<file path="src/spr_pkg.sv">
// Package for the stepper parameter register block
package spr_pkg;

  // ----------------------------------------
  // Register byte addresses
  // ----------------------------------------
  localparam logic [7:0] ADDR_DECEL_SLOPE  = 8'h00;
  localparam logic [7:0] ADDR_THERM        = 8'h04;
  localparam logic [7:0] ADDR_ADC          = 8'h08;
  localparam logic [7:0] ADDR_OCD          = 8'h0c;
  localparam logic [7:0] ADDR_STALL        = 8'h10;
  localparam logic [7:0] ADDR_STEP_MODE    = 8'h14;
  localparam logic [7:0] ADDR_IRQ_STATUS   = 8'h18;
  localparam logic [7:0] ADDR_IRQ_MASK     = 8'h1c;
  localparam logic [7:0] ADDR_DERIVED      = 8'h20;
  localparam logic [7:0] ADDR_CURRENT      = 8'h24;

  // ----------------------------------------
  // Reset values
  // ----------------------------------------
  localparam logic [7:0] RST_DECEL_SLOPE   = 8'h00;
  localparam logic [3:0] RST_THERM         = 4'h0;
  localparam logic [3:0] RST_OCD           = 4'h8;
  localparam logic [6:0] RST_STALL         = 7'h40;
  localparam logic [7:0] RST_STEP_MODE     = 8'h07;

  // ----------------------------------------
  // Field positions and codes
  // ----------------------------------------
  localparam int         SYNC_EN_BIT       = 7;
  localparam int         RSVD_BIT          = 3;
  localparam logic [7:0] STEP_MODE_WMASK   = 8'hf7;
  localparam logic [4:0] ADC_NOMINAL       = 5'h10;
  localparam logic [4:0] ADC_HI_SAT        = 5'h18;
  localparam logic [4:0] ADC_LO_SAT        = 5'h08;
  localparam logic [7:0] ELPOS_FIRST       = 8'h00;
  // Coefficients in 2.8 fixed point (256 = 1.0)
  localparam logic [9:0] COEF_ONE          = 10'h100;
  localparam logic [9:0] COEF_THERM_STEP   = 10'h008;
  localparam logic [9:0] COEF_SUP_MIN      = 10'h0a8;
  localparam logic [9:0] COEF_SUP_MAX      = 10'h1f8;
  // Thresholds in units of 31.25 mA
  localparam logic [7:0] OCD_UNIT          = 8'h0c;

  // Interrupt status bit positions
  localparam int         IRQ_REJECT        = 0;
  localparam int         IRQ_MODE_CHG      = 1;

  // ----------------------------------------
  // Types
  // ----------------------------------------
  typedef enum logic [1:0] {
    SPR_BEMF_OFF  = 2'b00,
    SPR_BEMF_LOW  = 2'b01,
    SPR_BEMF_ACC  = 2'b11,
    SPR_BEMF_DEC  = 2'b10
  } spr_bemf_t;

  typedef struct packed {
    logic       sync_en;
    logic [2:0] sync_sel;
    logic       rsvd;
    logic [2:0] step_sel;
  } spr_step_mode_t;

  typedef struct packed {
    logic       running;
    logic       accel;
    logic       decel;
    logic       above_int;
    logic [7:0] start_slope;
    logic [7:0] accel_slope;
  } spr_motion_t;

endpackage

</file>
<file path="src/spr_regs.sv">
// Stepper parameter registers with an AXI4-Lite slave
`timescale 1ns/1ps
`default_nettype none
module spr_regs #(
  parameter int ADDR_W = 8
) (
  input  wire logic              clk,
  input  wire logic              rstn,
  input  wire logic [ADDR_W-1:0] s_axi_awaddr,
  input  wire logic              s_axi_awvalid,
  output logic                   s_axi_awready,
  input  wire logic [31:0]       s_axi_wdata,
  input  wire logic [3:0]        s_axi_wstrb,
  input  wire logic              s_axi_wvalid,
  output logic                   s_axi_wready,
  output logic [1:0]             s_axi_bresp,
  output logic                   s_axi_bvalid,
  input  wire logic              s_axi_bready,
  input  wire logic [ADDR_W-1:0] s_axi_araddr,
  input  wire logic              s_axi_arvalid,
  output logic                   s_axi_arready,
  output logic [31:0]            s_axi_rdata,
  output logic [1:0]             s_axi_rresp,
  output logic                   s_axi_rvalid,
  input  wire logic              s_axi_rready,
  input  wire spr_pkg::spr_motion_t motion,
  input  wire logic              busy,
  input  wire logic              step_tick,
  input  wire logic [4:0]        adc_sample,
  input  wire logic              adc_sample_valid,
  output logic [7:0]             electrical_position,
  output logic [2:0]             step_sel,
  output logic [7:0]             bemf_slope,
  output logic                   bemf_enable,
  output logic [9:0]             therm_coef,
  output logic [9:0]             supply_coef,
  output logic [7:0]             overcurrent_threshold,
  output logic [7:0]             stall_threshold,
  output logic                   busy_sync_n,
  output logic                   command_rejected_flag,
  output logic                   irq
);
  import spr_pkg::*;

  // ----------------------------------------
  // Reset synchroniser
  // ----------------------------------------
  logic rst_meta_ff;
  logic rst_sync_ff;
  always_ff @(posedge clk or negedge rstn) begin
    if (!rstn) begin
      rst_meta_ff <= 1'b0;
      rst_sync_ff <= 1'b0;
    end else begin
      rst_meta_ff <= 1'b1;
      rst_sync_ff <= rst_meta_ff;
    end
  end
  logic rst_n;
  assign rst_n = rst_sync_ff;

  // ----------------------------------------
  // Write channel: address and data in either order
  // ----------------------------------------
  logic              aw_held_ff;
  logic [ADDR_W-1:0] aw_addr_ff;
  logic              w_held_ff;
  logic [31:0]       w_data_ff;
  logic [3:0]        w_strb_ff;
  logic              bvalid_ff;
  logic [1:0]        bresp_ff;

  assign s_axi_awready = !aw_held_ff && !bvalid_ff;
  assign s_axi_wready  = !w_held_ff && !bvalid_ff;
  assign s_axi_bvalid  = bvalid_ff;
  assign s_axi_bresp   = bresp_ff;

  logic              wr_go;
  logic [ADDR_W-1:0] wr_addr;
  logic [31:0]       wr_data;
  logic              wr_lane0;
  assign wr_go    = (aw_held_ff || s_axi_awvalid) && (w_held_ff || s_axi_wvalid) && !bvalid_ff;
  assign wr_addr  = aw_held_ff ? aw_addr_ff : s_axi_awaddr;
  assign wr_data  = w_held_ff ? w_data_ff : s_axi_wdata;
  assign wr_lane0 = w_held_ff ? w_strb_ff[0] : s_axi_wstrb[0];

  always_ff @(posedge clk or negedge rst_n) begin
    if (!rst_n) begin
      aw_held_ff <= 1'b0;
      aw_addr_ff <= '0;
      w_held_ff  <= 1'b0;
      w_data_ff  <= 32'h0000_0000;
      w_strb_ff  <= 4'h0;
    end else if (wr_go) begin
      aw_held_ff <= 1'b0;
      w_held_ff  <= 1'b0;
    end else begin
      if (s_axi_awvalid && s_axi_awready) begin
        aw_held_ff <= 1'b1;
        aw_addr_ff <= s_axi_awaddr;
      end
      if (s_axi_wvalid && s_axi_wready) begin
        w_held_ff <= 1'b1;
        w_data_ff <= s_axi_wdata;
        w_strb_ff <= s_axi_wstrb;
      end
    end
  end

  function automatic logic known_addr(input logic [ADDR_W-1:0] a);
    logic [7:0] b;
    b = 8'(a);
    if (b == ADDR_DECEL_SLOPE) return 1'b1;
    else if (b == ADDR_THERM) return 1'b1;
    else if (b == ADDR_ADC) return 1'b1;
    else if (b == ADDR_OCD) return 1'b1;
    else if (b == ADDR_STALL) return 1'b1;
    else if (b == ADDR_STEP_MODE) return 1'b1;
    else if (b == ADDR_IRQ_STATUS) return 1'b1;
    else if (b == ADDR_IRQ_MASK) return 1'b1;
    else if (b == ADDR_DERIVED) return 1'b1;
    else if (b == ADDR_CURRENT) return 1'b1;
    else return 1'b0;
  endfunction

  always_ff @(posedge clk or negedge rst_n) begin
    if (!rst_n) begin
      bvalid_ff <= 1'b0;
      bresp_ff  <= 2'b00;
    end else if (wr_go) begin
      bvalid_ff <= 1'b1;
      bresp_ff  <= known_addr(wr_addr) ? 2'b00 : 2'b10;
    end else if (s_axi_bready) begin
      bvalid_ff <= 1'b0;
    end
  end

  // Only byte lane 0 carries register data; other lanes are ignored
  logic wr_en;
  assign wr_en = wr_go && wr_lane0;
  function automatic logic hit(input logic [ADDR_W-1:0] a, input logic [7:0] r);
    return 8'(a) == r;
  endfunction

  // ----------------------------------------
  // Parameter registers
  // ----------------------------------------
  logic [7:0]     decel_final_slope_ff;
  logic [3:0]     thermal_drift_coefficient_ff;
  logic [3:0]     overcurrent_threshold_ff;
  logic [6:0]     stall_threshold_ff;
  spr_step_mode_t step_mode_ff;
  logic [4:0]     supply_adc_result_ff;
  logic           reject_dec;
  logic           reject_adc;
  logic           reject_step;

  assign reject_dec  = wr_en && hit(wr_addr, ADDR_DECEL_SLOPE) && motion.running;
  assign reject_adc  = wr_go && hit(wr_addr, ADDR_ADC);
  // Resolution changes mid-move would corrupt the position, so they are refused too
  assign reject_step = wr_en && hit(wr_addr, ADDR_STEP_MODE) && motion.running;

  always_ff @(posedge clk or negedge rst_n) begin
    if (!rst_n) begin
      decel_final_slope_ff <= RST_DECEL_SLOPE;
    end else if (wr_en && hit(wr_addr, ADDR_DECEL_SLOPE) && !reject_dec) begin
      decel_final_slope_ff <= wr_data[7:0];
    end
  end

  always_ff @(posedge clk or negedge rst_n) begin
    if (!rst_n) begin
      thermal_drift_coefficient_ff <= RST_THERM;
      overcurrent_threshold_ff     <= RST_OCD;
      stall_threshold_ff           <= RST_STALL;
    end else if (wr_en) begin
      if (hit(wr_addr, ADDR_THERM)) thermal_drift_coefficient_ff <= wr_data[3:0];
      if (hit(wr_addr, ADDR_OCD)) overcurrent_threshold_ff <= wr_data[3:0];
      if (hit(wr_addr, ADDR_STALL)) stall_threshold_ff <= wr_data[6:0];
    end
  end

  always_ff @(posedge clk or negedge rst_n) begin
    if (!rst_n) begin
      step_mode_ff <= spr_step_mode_t'(RST_STEP_MODE);
    end else if (wr_en && hit(wr_addr, ADDR_STEP_MODE) && !reject_step) begin
      step_mode_ff <= spr_step_mode_t'(wr_data[7:0] & STEP_MODE_WMASK);
    end
  end

  always_ff @(posedge clk or negedge rst_n) begin
    if (!rst_n) begin
      supply_adc_result_ff <= ADC_NOMINAL;
    end else if (adc_sample_valid) begin
      supply_adc_result_ff <= adc_sample;
    end
  end

  // ----------------------------------------
  // Derived values
  // ----------------------------------------
  assign therm_coef = COEF_ONE + COEF_THERM_STEP * 10'(thermal_drift_coefficient_ff);

  function automatic logic [9:0] sup_coef(input logic [4:0] c);
    // Linear through nominal: each code below 10000 down to 01000 adds ~0.121, above it up to 11000 subtracts 0.043
    if (c >= ADC_HI_SAT) return COEF_SUP_MIN;
    else if (c <= ADC_LO_SAT) return COEF_SUP_MAX;
    else if (c >= ADC_NOMINAL) return COEF_ONE - 10'(11 * (c - ADC_NOMINAL));
    else return COEF_ONE + 10'(31 * (ADC_NOMINAL - c));
  endfunction
  assign supply_coef = sup_coef(supply_adc_result_ff);

  assign overcurrent_threshold = OCD_UNIT * (8'(overcurrent_threshold_ff) + 8'h01);
  assign stall_threshold       = 8'(stall_threshold_ff) + 8'h01;
  assign step_sel              = step_mode_ff.step_sel;

  spr_bemf_t bemf_sel;
  always_comb begin
    if (motion.start_slope == 8'h00 && motion.accel_slope == 8'h00
        && decel_final_slope_ff == 8'h00) bemf_sel = SPR_BEMF_OFF;
    else if (!motion.above_int) bemf_sel = SPR_BEMF_LOW;
    else if (motion.decel) bemf_sel = SPR_BEMF_DEC;
    else bemf_sel = SPR_BEMF_ACC;
  end

  always_ff @(posedge clk or negedge rst_n) begin
    if (!rst_n) begin
      bemf_slope  <= 8'h00;
      bemf_enable <= 1'b0;
    end else begin
      bemf_enable <= bemf_sel != SPR_BEMF_OFF;
      case (bemf_sel)
        SPR_BEMF_LOW: bemf_slope <= motion.start_slope;
        SPR_BEMF_ACC: bemf_slope <= motion.accel_slope;
        SPR_BEMF_DEC: bemf_slope <= decel_final_slope_ff;
        default:      bemf_slope <= 8'h00;
      endcase
    end
  end

  // ----------------------------------------
  // Electrical position and sync output
  // ----------------------------------------
  logic [2:0] last_sel_ff;
  logic       sel_changed;
  assign sel_changed = step_mode_ff.step_sel != last_sel_ff;
  always_ff @(posedge clk or negedge rst_n) begin
    if (!rst_n) begin
      last_sel_ff         <= RST_STEP_MODE[2:0];
      electrical_position <= ELPOS_FIRST;
    end else begin
      last_sel_ff <= step_mode_ff.step_sel;
      if (sel_changed) electrical_position <= ELPOS_FIRST;
      else if (step_tick) electrical_position <= electrical_position + 8'h01;
    end
  end

  always_ff @(posedge clk or negedge rst_n) begin
    if (!rst_n) begin
      busy_sync_n <= 1'b1;
    end else if (step_mode_ff.sync_en) begin
      busy_sync_n <= electrical_position[3'd7 - step_mode_ff.sync_sel];
    end else begin
      busy_sync_n <= !busy;
    end
  end

  // ----------------------------------------
  // Interrupts: sticky status, write one to clear
  // ----------------------------------------
  logic [1:0] irq_status_ff;
  logic [1:0] irq_mask_ff;
  logic [1:0] irq_set;
  logic [1:0] irq_clr;
  assign irq_set = {sel_changed, reject_dec | reject_adc | reject_step};
  assign irq_clr = (wr_en && hit(wr_addr, ADDR_IRQ_STATUS)) ? wr_data[1:0] : 2'b00;
  always_ff @(posedge clk or negedge rst_n) begin
    if (!rst_n) begin
      irq_status_ff <= 2'b00;
      irq_mask_ff   <= 2'b00;
    end else begin
      // Set wins over a clear in the same cycle
      irq_status_ff <= (irq_status_ff & ~irq_clr) | irq_set;
      if (wr_en && hit(wr_addr, ADDR_IRQ_MASK)) irq_mask_ff <= wr_data[1:0];
    end
  end
  assign command_rejected_flag = irq_status_ff[IRQ_REJECT];
  assign irq                   = |(irq_status_ff & irq_mask_ff);

  // ----------------------------------------
  // Read channel
  // ----------------------------------------
  logic rvalid_ff;
  assign s_axi_arready = !rvalid_ff;
  assign s_axi_rvalid  = rvalid_ff;
  always_ff @(posedge clk or negedge rst_n) begin
    if (!rst_n) begin
      rvalid_ff   <= 1'b0;
      s_axi_rdata <= 32'h0000_0000;
      s_axi_rresp <= 2'b00;
    end else if (s_axi_arvalid && !rvalid_ff) begin
      rvalid_ff   <= 1'b1;
      s_axi_rresp <= 2'b00;
      if (hit(s_axi_araddr, ADDR_DECEL_SLOPE)) s_axi_rdata <= {24'h0, decel_final_slope_ff};
      else if (hit(s_axi_araddr, ADDR_THERM)) s_axi_rdata <= {28'h0, thermal_drift_coefficient_ff};
      else if (hit(s_axi_araddr, ADDR_ADC)) s_axi_rdata <= {27'h0, supply_adc_result_ff};
      else if (hit(s_axi_araddr, ADDR_OCD)) s_axi_rdata <= {28'h0, overcurrent_threshold_ff};
      else if (hit(s_axi_araddr, ADDR_STALL)) s_axi_rdata <= {25'h0, stall_threshold_ff};
      else if (hit(s_axi_araddr, ADDR_STEP_MODE)) s_axi_rdata <= {24'h0, step_mode_ff};
      else if (hit(s_axi_araddr, ADDR_IRQ_STATUS)) s_axi_rdata <= {30'h0, irq_status_ff};
      else if (hit(s_axi_araddr, ADDR_IRQ_MASK)) s_axi_rdata <= {30'h0, irq_mask_ff};
      else if (hit(s_axi_araddr, ADDR_DERIVED)) s_axi_rdata <= {12'h0, therm_coef, supply_coef};
      else if (hit(s_axi_araddr, ADDR_CURRENT))
        s_axi_rdata <= {8'h0, electrical_position, overcurrent_threshold, stall_threshold};
      else begin
        s_axi_rdata <= 32'h0000_0000;
        s_axi_rresp <= 2'b10;
      end
    end else if (s_axi_rready) begin
      rvalid_ff <= 1'b0;
    end
  end

  // ----------------------------------------
  // Checks
  // ----------------------------------------
  chk_dec_reject_keep: assert property (@(posedge clk) disable iff (!rst_n)
    reject_dec |=> decel_final_slope_ff == $past(decel_final_slope_ff) && command_rejected_flag)
    else $error("decel slope changed on rejected write");
  chk_adc_write_flag: assert property (@(posedge clk) disable iff (!rst_n)
    reject_adc |=> command_rejected_flag)
    else $error("adc write not flagged");
  chk_adc_follow: assert property (@(posedge clk) disable iff (!rst_n)
    adc_sample_valid |=> supply_adc_result_ff == $past(adc_sample))
    else $error("adc result not updated");
  chk_bemf_zero_off: assert property (@(posedge clk) disable iff (!rst_n)
    (motion.start_slope == 8'h00 && motion.accel_slope == 8'h00 && decel_final_slope_ff == 8'h00)
    |=> !bemf_enable)
    else $error("compensation active with zero slopes");
  chk_bemf_dec_pick: assert property (@(posedge clk) disable iff (!rst_n)
    (bemf_sel == SPR_BEMF_DEC) |=> bemf_slope == $past(decel_final_slope_ff))
    else $error("decel slope not selected");
  chk_therm_coef: assert property (@(posedge clk) disable iff (!rst_n)
    therm_coef == 10'h100 + {3'h0, thermal_drift_coefficient_ff, 3'h0})
    else $error("thermal coefficient wrong");
  chk_sup_sat: assert property (@(posedge clk) disable iff (!rst_n)
    supply_adc_result_ff >= 5'h18 |-> supply_coef == 10'h0a8)
    else $error("supply coefficient not saturated");
  chk_ocd_max: assert property (@(posedge clk) disable iff (!rst_n)
    overcurrent_threshold_ff == 4'hf |-> overcurrent_threshold == 8'hc0)
    else $error("overcurrent threshold wrong");
  chk_stall_dec: assert property (@(posedge clk) disable iff (!rst_n)
    stall_threshold == {1'b0, stall_threshold_ff} + 8'h01)
    else $error("stall threshold wrong");
  chk_rsvd_zero: assert property (@(posedge clk) disable iff (!rst_n)
    !step_mode_ff.rsvd)
    else $error("reserved step mode bit set");
  chk_elpos_reset: assert property (@(posedge clk) disable iff (!rst_n)
    $changed(step_mode_ff.step_sel) |=> electrical_position == 8'h00)
    else $error("position not reset on mode change");
  chk_busy_low: assert property (@(posedge clk) disable iff (!rst_n)
    (!step_mode_ff.sync_en && busy) |=> !busy_sync_n)
    else $error("busy output not low");
  chk_sync_bit: assert property (@(posedge clk) disable iff (!rst_n)
    (step_mode_ff.sync_en && step_mode_ff.sync_sel == 3'h0)
    |=> busy_sync_n == $past(electrical_position[7]))
    else $error("sync bit wrong");
  cov_dec_reject: cover property (@(posedge clk) disable iff (!rst_n) reject_dec);
  cov_mode_change: cover property (@(posedge clk) disable iff (!rst_n) sel_changed);
  cov_irq: cover property (@(posedge clk) disable iff (!rst_n) irq);
  cov_sync_on: cover property (@(posedge clk) disable iff (!rst_n) step_mode_ff.sync_en);

endmodule
`default_nettype wire

</file>
<file path="config.mk">
export PLATFORM = sky130hd
export DESIGN_NAME = spr_regs
export DESIGN_NICKNAME = d
export VERILOG_FILES = /design/src/spr_pkg.sv /design/src/spr_regs.sv
export SDC_FILE = /design/constraint.sdc
export NUM_CORES = 1
export LEC_CHECK = 0
export ABC_AREA = 0
export BUFFER_PORTS_ARGS = -buffer_cell sky130_fd_sc_hd__buf_4
export CAP_MARGIN = 20
export CORE_MARGIN = 2
export CORE_UTILIZATION = 40
export CTS_CLUSTER_SIZE = 14
export DETAILED_ROUTE_END_ITERATION = 12
export PLACE_DENSITY_LB_ADDON = 0.1
export SYNTH_ARGS = -nofsm -noshare
export SYNTH_HDL_FRONTEND = slang
export SYNTH_SLANG_ARGS = --single-unit
</file>
<file path="constraint.sdc">
create_clock -name clk -period 6.7 [get_ports clk]
set_input_delay 1.005 -clock clk [delete_from_list [all_inputs] [get_ports clk]]
set_output_delay 1.005 -clock clk [all_outputs]
set_load 0.02 [all_outputs]
</file>
==> impl_metrics.py, run 1 <==
metrics = {
    "finish": {
        "num-nets-final": 933,
        "drive_gt1_frac": 0.282,
        "nFillCells": 1637,
        "final_area_um2": 8360,
        "insertedDiodeCount": 0,
        "syn_to_final_growth_pct": 21.1,
        "instances_no_fill": 1022,
    },
    "grt": {
        "grt_first_pass_wirelength_um": 29600,
        "overflow": 0,
        "antenna_found_initial": 0,
        "grtUsageTotal": 0.211,
        "grt_start_max_net_pins": 63,
        "grt_pass1_vias": 5362,
    },
    "route": {
        "dr.pass1.iters": 5,
        "via_count": 5606,
        "dr.first_iter.drc_count": 393,
        "viasPerCell": 5.49,
        "wl_per_cell_um": 18.8,
        "drc": 0,
        "drt_wl_total_um": 19200,
        "drtAntennaViolNets": 0,
    },
    "pwr": {
        "p_leak_nw": 3.94,
        "p_int_w": 0.00165,
        "powerDensity_nw_per_um2": 330,
        "total_power_w": 0.00276,
        "power_frac_comb": 0.455,
        "p_seq_frac": 0.338,
        "p_sw_w": 0.00111,
        "ir_drop_uv": 180,
        "switching_share": 0.403,
        "clockPowerShare": 0.206,
    },
    "worst_setup_path": {
        "reg2reg_to": "s_axi_rdata[8]$_DFFE_PN0P_",
        "rrSetupSlack_ns": 1.85,
        "crit_path_top_delay_cell": "dfrtp_1",
        "worst-endpoint-arrival_ns": 5.21,
        "r2r-start": "supply_adc_result_ff[1]$_DFFE_PN0P_",
        "cpMostUsedCell": "ha_1",
        "worst-setup-path-type": "reg2out",
        "cp-start-kind": "flop",
        "required_ns": 5.69,
        "r2r_cells": 15,
        "crit_path_end_kind": "primary output",
        "cp_slowest_stage_delay_ns": 0.53,
        "path_max_fanout": 8,
        "path_cells": "inv_1 > ha_1 > xnor2_1 > ha_1 > xor2_1 > ha_1 > fa_1 > fa_1 > ha_1 > a211o_1 > a21oi_1 > xnor2_1 > nor2_1 > a2111oi_1 > nor2_1 > buf_4",
    },
    "timing": {
        "skew_ns": 0.0112,
        "grt_setup_unrepaired": "no",
        "setup_viol": 0,
        "relSlewSlack": 0.376,
        "drv_slew": 0,
        "finalHoldViolations": 0,
        "finalCriticalPeriod_ns": 6.22,
        "min_period_over_period": 0.928,
        "clock.fmax_mhz": 161,
        "worstMarginPinSlew_ns": 0.927,
        "tns_ns": 0,
    },
    "cts": {
        "cts_tree": "done",
        "worstSkewPairLatency_ns": 0.36,
        "cts_buffers": 9,
        "cts_sinks": 109,
        "root_buffer": "clkbuf_16",
        "htree_levels": 3,
        "postCtsSetupBuffers": 0,
        "cts_buffer_depth": 2,
        "path_clk_slew_ns": 0.08,
        "hold_buffers": 0,
    },
    "die": {
        "core_um2": 17100,
        "num_rows": 48,
        "initial_core_util": 0.405,
        "die_area_um2": 18300,
        "die_y_um": 135,
        "pin_count": 187,
        "die-width_um": 135,
    },
    "logic_synthesis": {
        "synth.cell_area_um2": 6900,
        "postSynth.asyncResetShare": 1.00,
        "yosysSeqAreaShare": 0.397,
        "synth_edf_count": 0,
        "ys_ff_latch": 109,
        "ys.flop_type": "dfrtp_1",
        "synth_warnings": 0,
        "syn_area_per_cell_um2": 10.3,
        "syn_inst": 669,
        "yosysUniqueCellTypes": 71,
    },
    "place": {
        "io_buffers": 140,
        "placed_area_um2": 8040,
        "hpwl_um": 15000,
        "globalplace.congestion": 0.901,
        "placedCellCount": 1006,
    },
    "run": {
        "max_cap_violations": 0,
    },
    "min_path": {
        "hold_class": "reg2async",
    },
    "outcome": {
        "status": "finished, final reports clean",
    },
}
## layout by cell type, fill, tap and decap left out, types with 5 or more instances in the layout
cell	count
inv_1	21
xnor2_1	18
nand4_1	6
nor4_1	11
nand3_1	12
a22o_1	12
buf_4	142
mux2_1	17
dfrtp_1	97
mux2_2	40
a21o_1	7
nand2_1	45
mux2i_1	20
clkbuf_16	9
and3_1	7
o21ai_0	31
conb_1	19
a22oi_1	9
and2_1	5
dfstp_2	10
a21oi_1	37
nor2_1	53
nor2b_1	5
ha_1	45
xor2_1	16
fa_1	9
nor3_1	8
## worst max path at each step
stage                                                    from             end  slack (ns)  cells past startpoint
after floorplan           supply_adc_result_ff[0]$_DFFE_PN0P_  supply_coef[8]        1.32                     16
after global placement    supply_adc_result_ff[0]$_DFFE_PN0P_  supply_coef[8]        0.72                     16
after detailed placement  supply_adc_result_ff[0]$_DFFE_PN0P_  supply_coef[8]        0.61                     16
after CTS                 supply_adc_result_ff[0]$_DFFE_PN0P_  supply_coef[8]        0.23                     16
after global routing      supply_adc_result_ff[1]$_DFFE_PN0P_  supply_coef[8]        0.11                     16
final                     supply_adc_result_ff[1]$_DFFE_PN0P_  supply_coef[8]        0.48                     16
## cells in the mapped netlist, drive strengths merged, types with 7 or more instances
cell    number  share of area
o21ai       33          0.024
nor3        10         0.0087
mux2        57          0.093
a22o        12          0.015
mux2i       20          0.029
a22oi        9         0.0098
dfstp       10          0.038
nand2       45          0.024
buf         32          0.032
a21o         7         0.0076
and3         8         0.0080
fa           9          0.026
xor2        16          0.020
dfrtp       99           0.36
inv         23          0.013
ha          45          0.082
nand3       12         0.0087
xnor2       18          0.023
nor2        53          0.029
a21oi       37          0.027
clkbuf      15         0.0082
nor4        12          0.012
## state kept, by name, indices dropped and copies added, names as in the netlist, 2 cells and up
register	cells
aw_addr_ff	8
thermal_drift_coefficient_ff	4
w_data_ff	8
irq_mask_ff	2
supply_adc_result_ff	5
overcurrent_threshold_ff	4
irq_status_ff	2
decel_final_slope_ff	8
step_mode_ff	4
stall_threshold_ff	7
s_axi_rdata	24
bemf_slope	8
electrical_position	8
last_sel_ff	3
step_sel	3
## cell type report
| cell class | count | area, um^2 | area share |
|---|---|---|---|
| Clock buffer | 9 | 225 | 0.0269 |
| Clock inverter | 7 | 91.3 | 0.0109 |
| Inverter | 23 | 88.8 | 0.0106 |
| Multi-Input combinational cell | 507 | 3860 | 0.462 |
| Sequential cell | 109 | 2750 | 0.328 |
| Tap cell | 225 | 282 | 0.0337 |
| Timing Repair Buffer | 142 | 1070 | 0.127 |
## layer usage
metal / track usage / vias up / wire length (um)
li1: - / 2633 / -
met1: 0.284 / 2732 / 8420
met2: 0.342 / 216 / 9090
met3: 0.0415 / 25 / 1290
met4: 0.0712 / 0 / 371
met5: 0 / - / 0
## per-stage QoR
| stage | worst slack, ns | hold WS [ns] | utilization |
|---|---|---|---|
| floorplan | 1.32 | 0.331 | - |
| global placement | 0.720 | 0.338 | 0.472 |
| detailed placement | 0.610 | 0.346 | 0.472 |
| CTS | 0.229 | 0.364 | 0.490 |
| global route | 0.113 | 0.378 | 0.490 |
| finish | 0.481 | 0.350 | 0.490 |
## power by group through the flow
stage	Combinational [W]	Sequential (W)	Clock, W
3_5_place_dp	0.00126	0.000947	0
5_1_grt	0.00139	0.000957	0.000611
2_1_floorplan	0.000854	0.000934	0
3_3_place_gp	0.00124	0.000939	0
4_1_cts	0.00127	0.000934	0.000585
6_report	0.00126	0.000934	0.000569
## critical path: cells and delay by family (launching register included)
family                   cells  cell delay [ns]
AO/OA/AOI/OAI                3             1.04
XOR/XNOR                     3             0.65
adder cells (fa/ha/maj)      6             2.06
buffers and inverters        2             0.42
flip-flops                   1             0.53
AND/OR/NAND/NOR              2             0.15
## kinds of logic (layout without fill, tap and decap cells)
| group | Yosys count | in the layout | share of synthesized area |
|---|---|---|---|
| xor+xnor | 34 | 34 | 0.0431 |
| mux | 79 | 79 | 0.129 |
| other cells | 2 | 19 | 0.00109 |
| fa+ha+maj | 54 | 54 | 0.108 |
| buf+inv | 70 | 181 | 0.0527 |
| flops | 109 | 109 | 0.397 |
| compound gates | 142 | 142 | 0.136 |
| simple gates | 179 | 179 | 0.134 |
## timing repair
item | 4_1_cts | 5_1_grt
hold endpoints to repair | 0 | 0
setup endpoints to repair | 0 | 1
gates resized for setup | 0 | 2
Power figures use the tool's default switching activity.
==> run 2, diff against run 1 <==
--- a/config.mk
+++ b/config.mk
@@ -13,6 +13,7 @@
 export CTS_CLUSTER_SIZE = 14
 export DETAILED_ROUTE_END_ITERATION = 12
 export PLACE_DENSITY_LB_ADDON = 0.1
+export SLEW_MARGIN = 20
 export SYNTH_ARGS = -nofsm -noshare
 export SYNTH_HDL_FRONTEND = slang
 export SYNTH_SLANG_ARGS = --single-unit
==> constraint.sdc (replaced) <==
create_clock -name clk -period 5.15 [get_ports clk]
set_input_delay 0.7725 -clock clk [delete_from_list [all_inputs] [get_ports clk]]
set_output_delay 0.7725 -clock clk [all_outputs]
set_load 0.02 [all_outputs]
==> impl_metrics.py, run 2 (synthesized netlist as in run 1, its figures left out) <==
metrics = {
    "finish": {
        "layout_commonest_cell": "buf_4",
        "insertedDiodeCount": 0,
        "drive_gt1_frac": 0.327,
        "num-nets-final": 959,
        "final_cell_mix": "165 x buf_4, 97 x dfrtp_1, 52 x nor2_1, 45 x nand2_1, 40 x mux2_2",
        "final_area_um2": 8730,
        "largest_reg_flops": 24,
        "syn_to_final_growth_pct": 26.5,
        "regMostFlops": "s_axi_rdata",
    },
    "route": {
        "drtAntennaViolNets": 0,
        "dr.first_iter.drc_count": 296,
        "drt_wl_total_um": 19300,
        "wl_per_cell_um": 18.4,
        "via_count": 5637,
        "viasPerCell": 5.38,
        "dr.pass1.iters": 4,
        "drc": 0,
    },
    "outcome": {
        "status": "finished, final reports clean",
    },
    "timing": {
        "relSlewSlack": 0.335,
        "drv_slew": 0,
        "worstMarginPinSlew_ns": 0.988,
        "finalHoldViolations": 0,
        "setup_viol": 0,
        "clock.fmax_mhz": 195,
        "finalCriticalPeriod_ns": 5.14,
        "grt_setup_unrepaired": "yes",
        "min_period_over_period": 0.998,
        "hold_ws_ns": 0.179,
        "skew_ns": 0.00839,
    },
    "cts": {
        "cts_sinks": 109,
        "path_clk_slew_ns": 0.08,
        "worstSkewPairLatency_ns": 0.36,
        "cts_buffer_depth": 2,
        "cts_tree": "done",
        "root_buffer": "clkbuf_16",
        "cts_buffers": 9,
        "htree_levels": 3,
    },
    "worst_setup_path": {
        "cpMostUsedCell": "ha_4",
        "crit_path_top_delay_cell": "fa_1",
        "worst-setup-path-type": "reg2out",
        "path_cells": "buf_12 > xnor2_4 > ha_4 > xor2_4 > ha_4 > fa_2 > fa_1 > ha_4 > a211o_1 > a21oi_2 > xnor2_1 > nor2_1 > a2111oi_2 > buf_4 > nor2_2 > buf_6",
        "path_max_fanout": 3,
        "rrSetupSlack_ns": 1.03,
        "cp-start-kind": "flop",
        "required_ns": 4.38,
        "worst-endpoint-arrival_ns": 4.37,
        "cp_slowest_stage_delay_ns": 0.59,
        "crit_path_end_kind": "primary output",
    },
    "die": {
        "die-width_um": 135,
        "die_y_um": 135,
        "num_rows": 48,
        "die_area_um2": 18300,
        "initial_core_util": 0.405,
        "core_um2": 17100,
        "pin_count": 187,
    },
    "grt": {
        "grtUsageTotal": 0.213,
        "grt_start_max_net_pins": 59,
        "overflow": 0,
        "grt_first_pass_wirelength_um": 30200,
        "grt_pass1_vias": 5577,
        "antenna_found_initial": 0,
    },
    "place": {
        "hpwl_um": 15100,
        "io_buffers": 140,
        "globalplace.congestion": 0.870,
        "placed_area_um2": 8160,
    },
    "pwr": {
        "p_leak_nw": 4.11,
        "total_power_w": 0.00382,
        "ir_drop_uv": 319,
        "powerDensity_nw_per_um2": 437,
    },
    "run": {
        "max_cap_violations": 0,
    },
    "min_path": {
        "hold_class": "in2async",
    },
}
==> run 2: final cells by class <==
class                           instances  area (um^2)
Fill cell                            1622         8320
Multi-Input combinational cell        507         4020
Sequential cell                       109         2750
Timing Repair Buffer                  168         1280
Tap cell                              225          282
Clock buffer                           11          253
Inverter                               23         88.8
Clock inverter                          5         63.8
==> run 2: worst paths after layout <==
path                                                startpoint                             endpoint  cells after the start
setup / recovery           supply_adc_result_ff[2]$_DFFE_PN0P_                       supply_coef[8]                     16
hold / removal                                            rstn                      rst_n$_DFF_PN0_                      1
setup reg to reg           supply_adc_result_ff[2]$_DFFE_PN0P_           s_axi_rdata[9]$_DFFE_PN0P_                     15
hold reg to reg                                rst_n$_DFF_PN0_              bemf_slope[5]$_DFF_PN0_                      0
max in group asynchronous                      rst_n$_DFF_PN0_  supply_adc_result_ff[2]$_DFFE_PN0P_                      1
min in group clk                         rst_meta_ff$_DFF_PN0_                      rst_n$_DFF_PN0_                      0
==> run 2: through the flow <==
step,utilization,setup TNS [ns],setup WS (ns),std cells
6_report,0.512,0,0.00966,1048
3_3_place_gp,0.478,0,0.0714,1021
5_1_grt,0.512,-0.192,-0.170,1048
4_1_cts,0.503,-0.0606,-0.0606,1044
3_5_place_dp,0.478,0,0.0177,1021
2_1_floorplan,-,0,0.0544,686
==> run 2: where the power goes <==
group	total, W	switching, W	internal [W]
Sequential	0.00120	0.000185	0.00102
Clock	0.000738	0.000329	0.000409
Combinational	0.00188	0.000994	0.000881
Total	0.00382	0.00151	0.00231
==> run 2: critical path: cells and delay by family (launching register included) <==
family                     cells  cell delay (ns)
DFF                            1             0.47
adders and majority gates      5             1.70
buffers and inverters          3             0.47
xor gates and xnor gates       3             0.48
and+or+nand+nor                2             0.12
AOI/OAI and AO/OA              3             0.77
==> run 2: repair_timing <==
action / 4_1_cts / 5_1_grt
buffers inserted: 7 / 4
hold endpoints to repair: 0 / 0
resized for setup: 14 / 13
pin swaps: 14 / 10
endpoints found under the setup margin: 2 / 3
hold buffers: 0 / 0
==> run 2: metal layers <==
layer  share of wire  GRT usage
met1            0.46      0.295
met2            0.47      0.337
met3           0.051     0.0367
met4           0.024     0.0758
met5               0          0
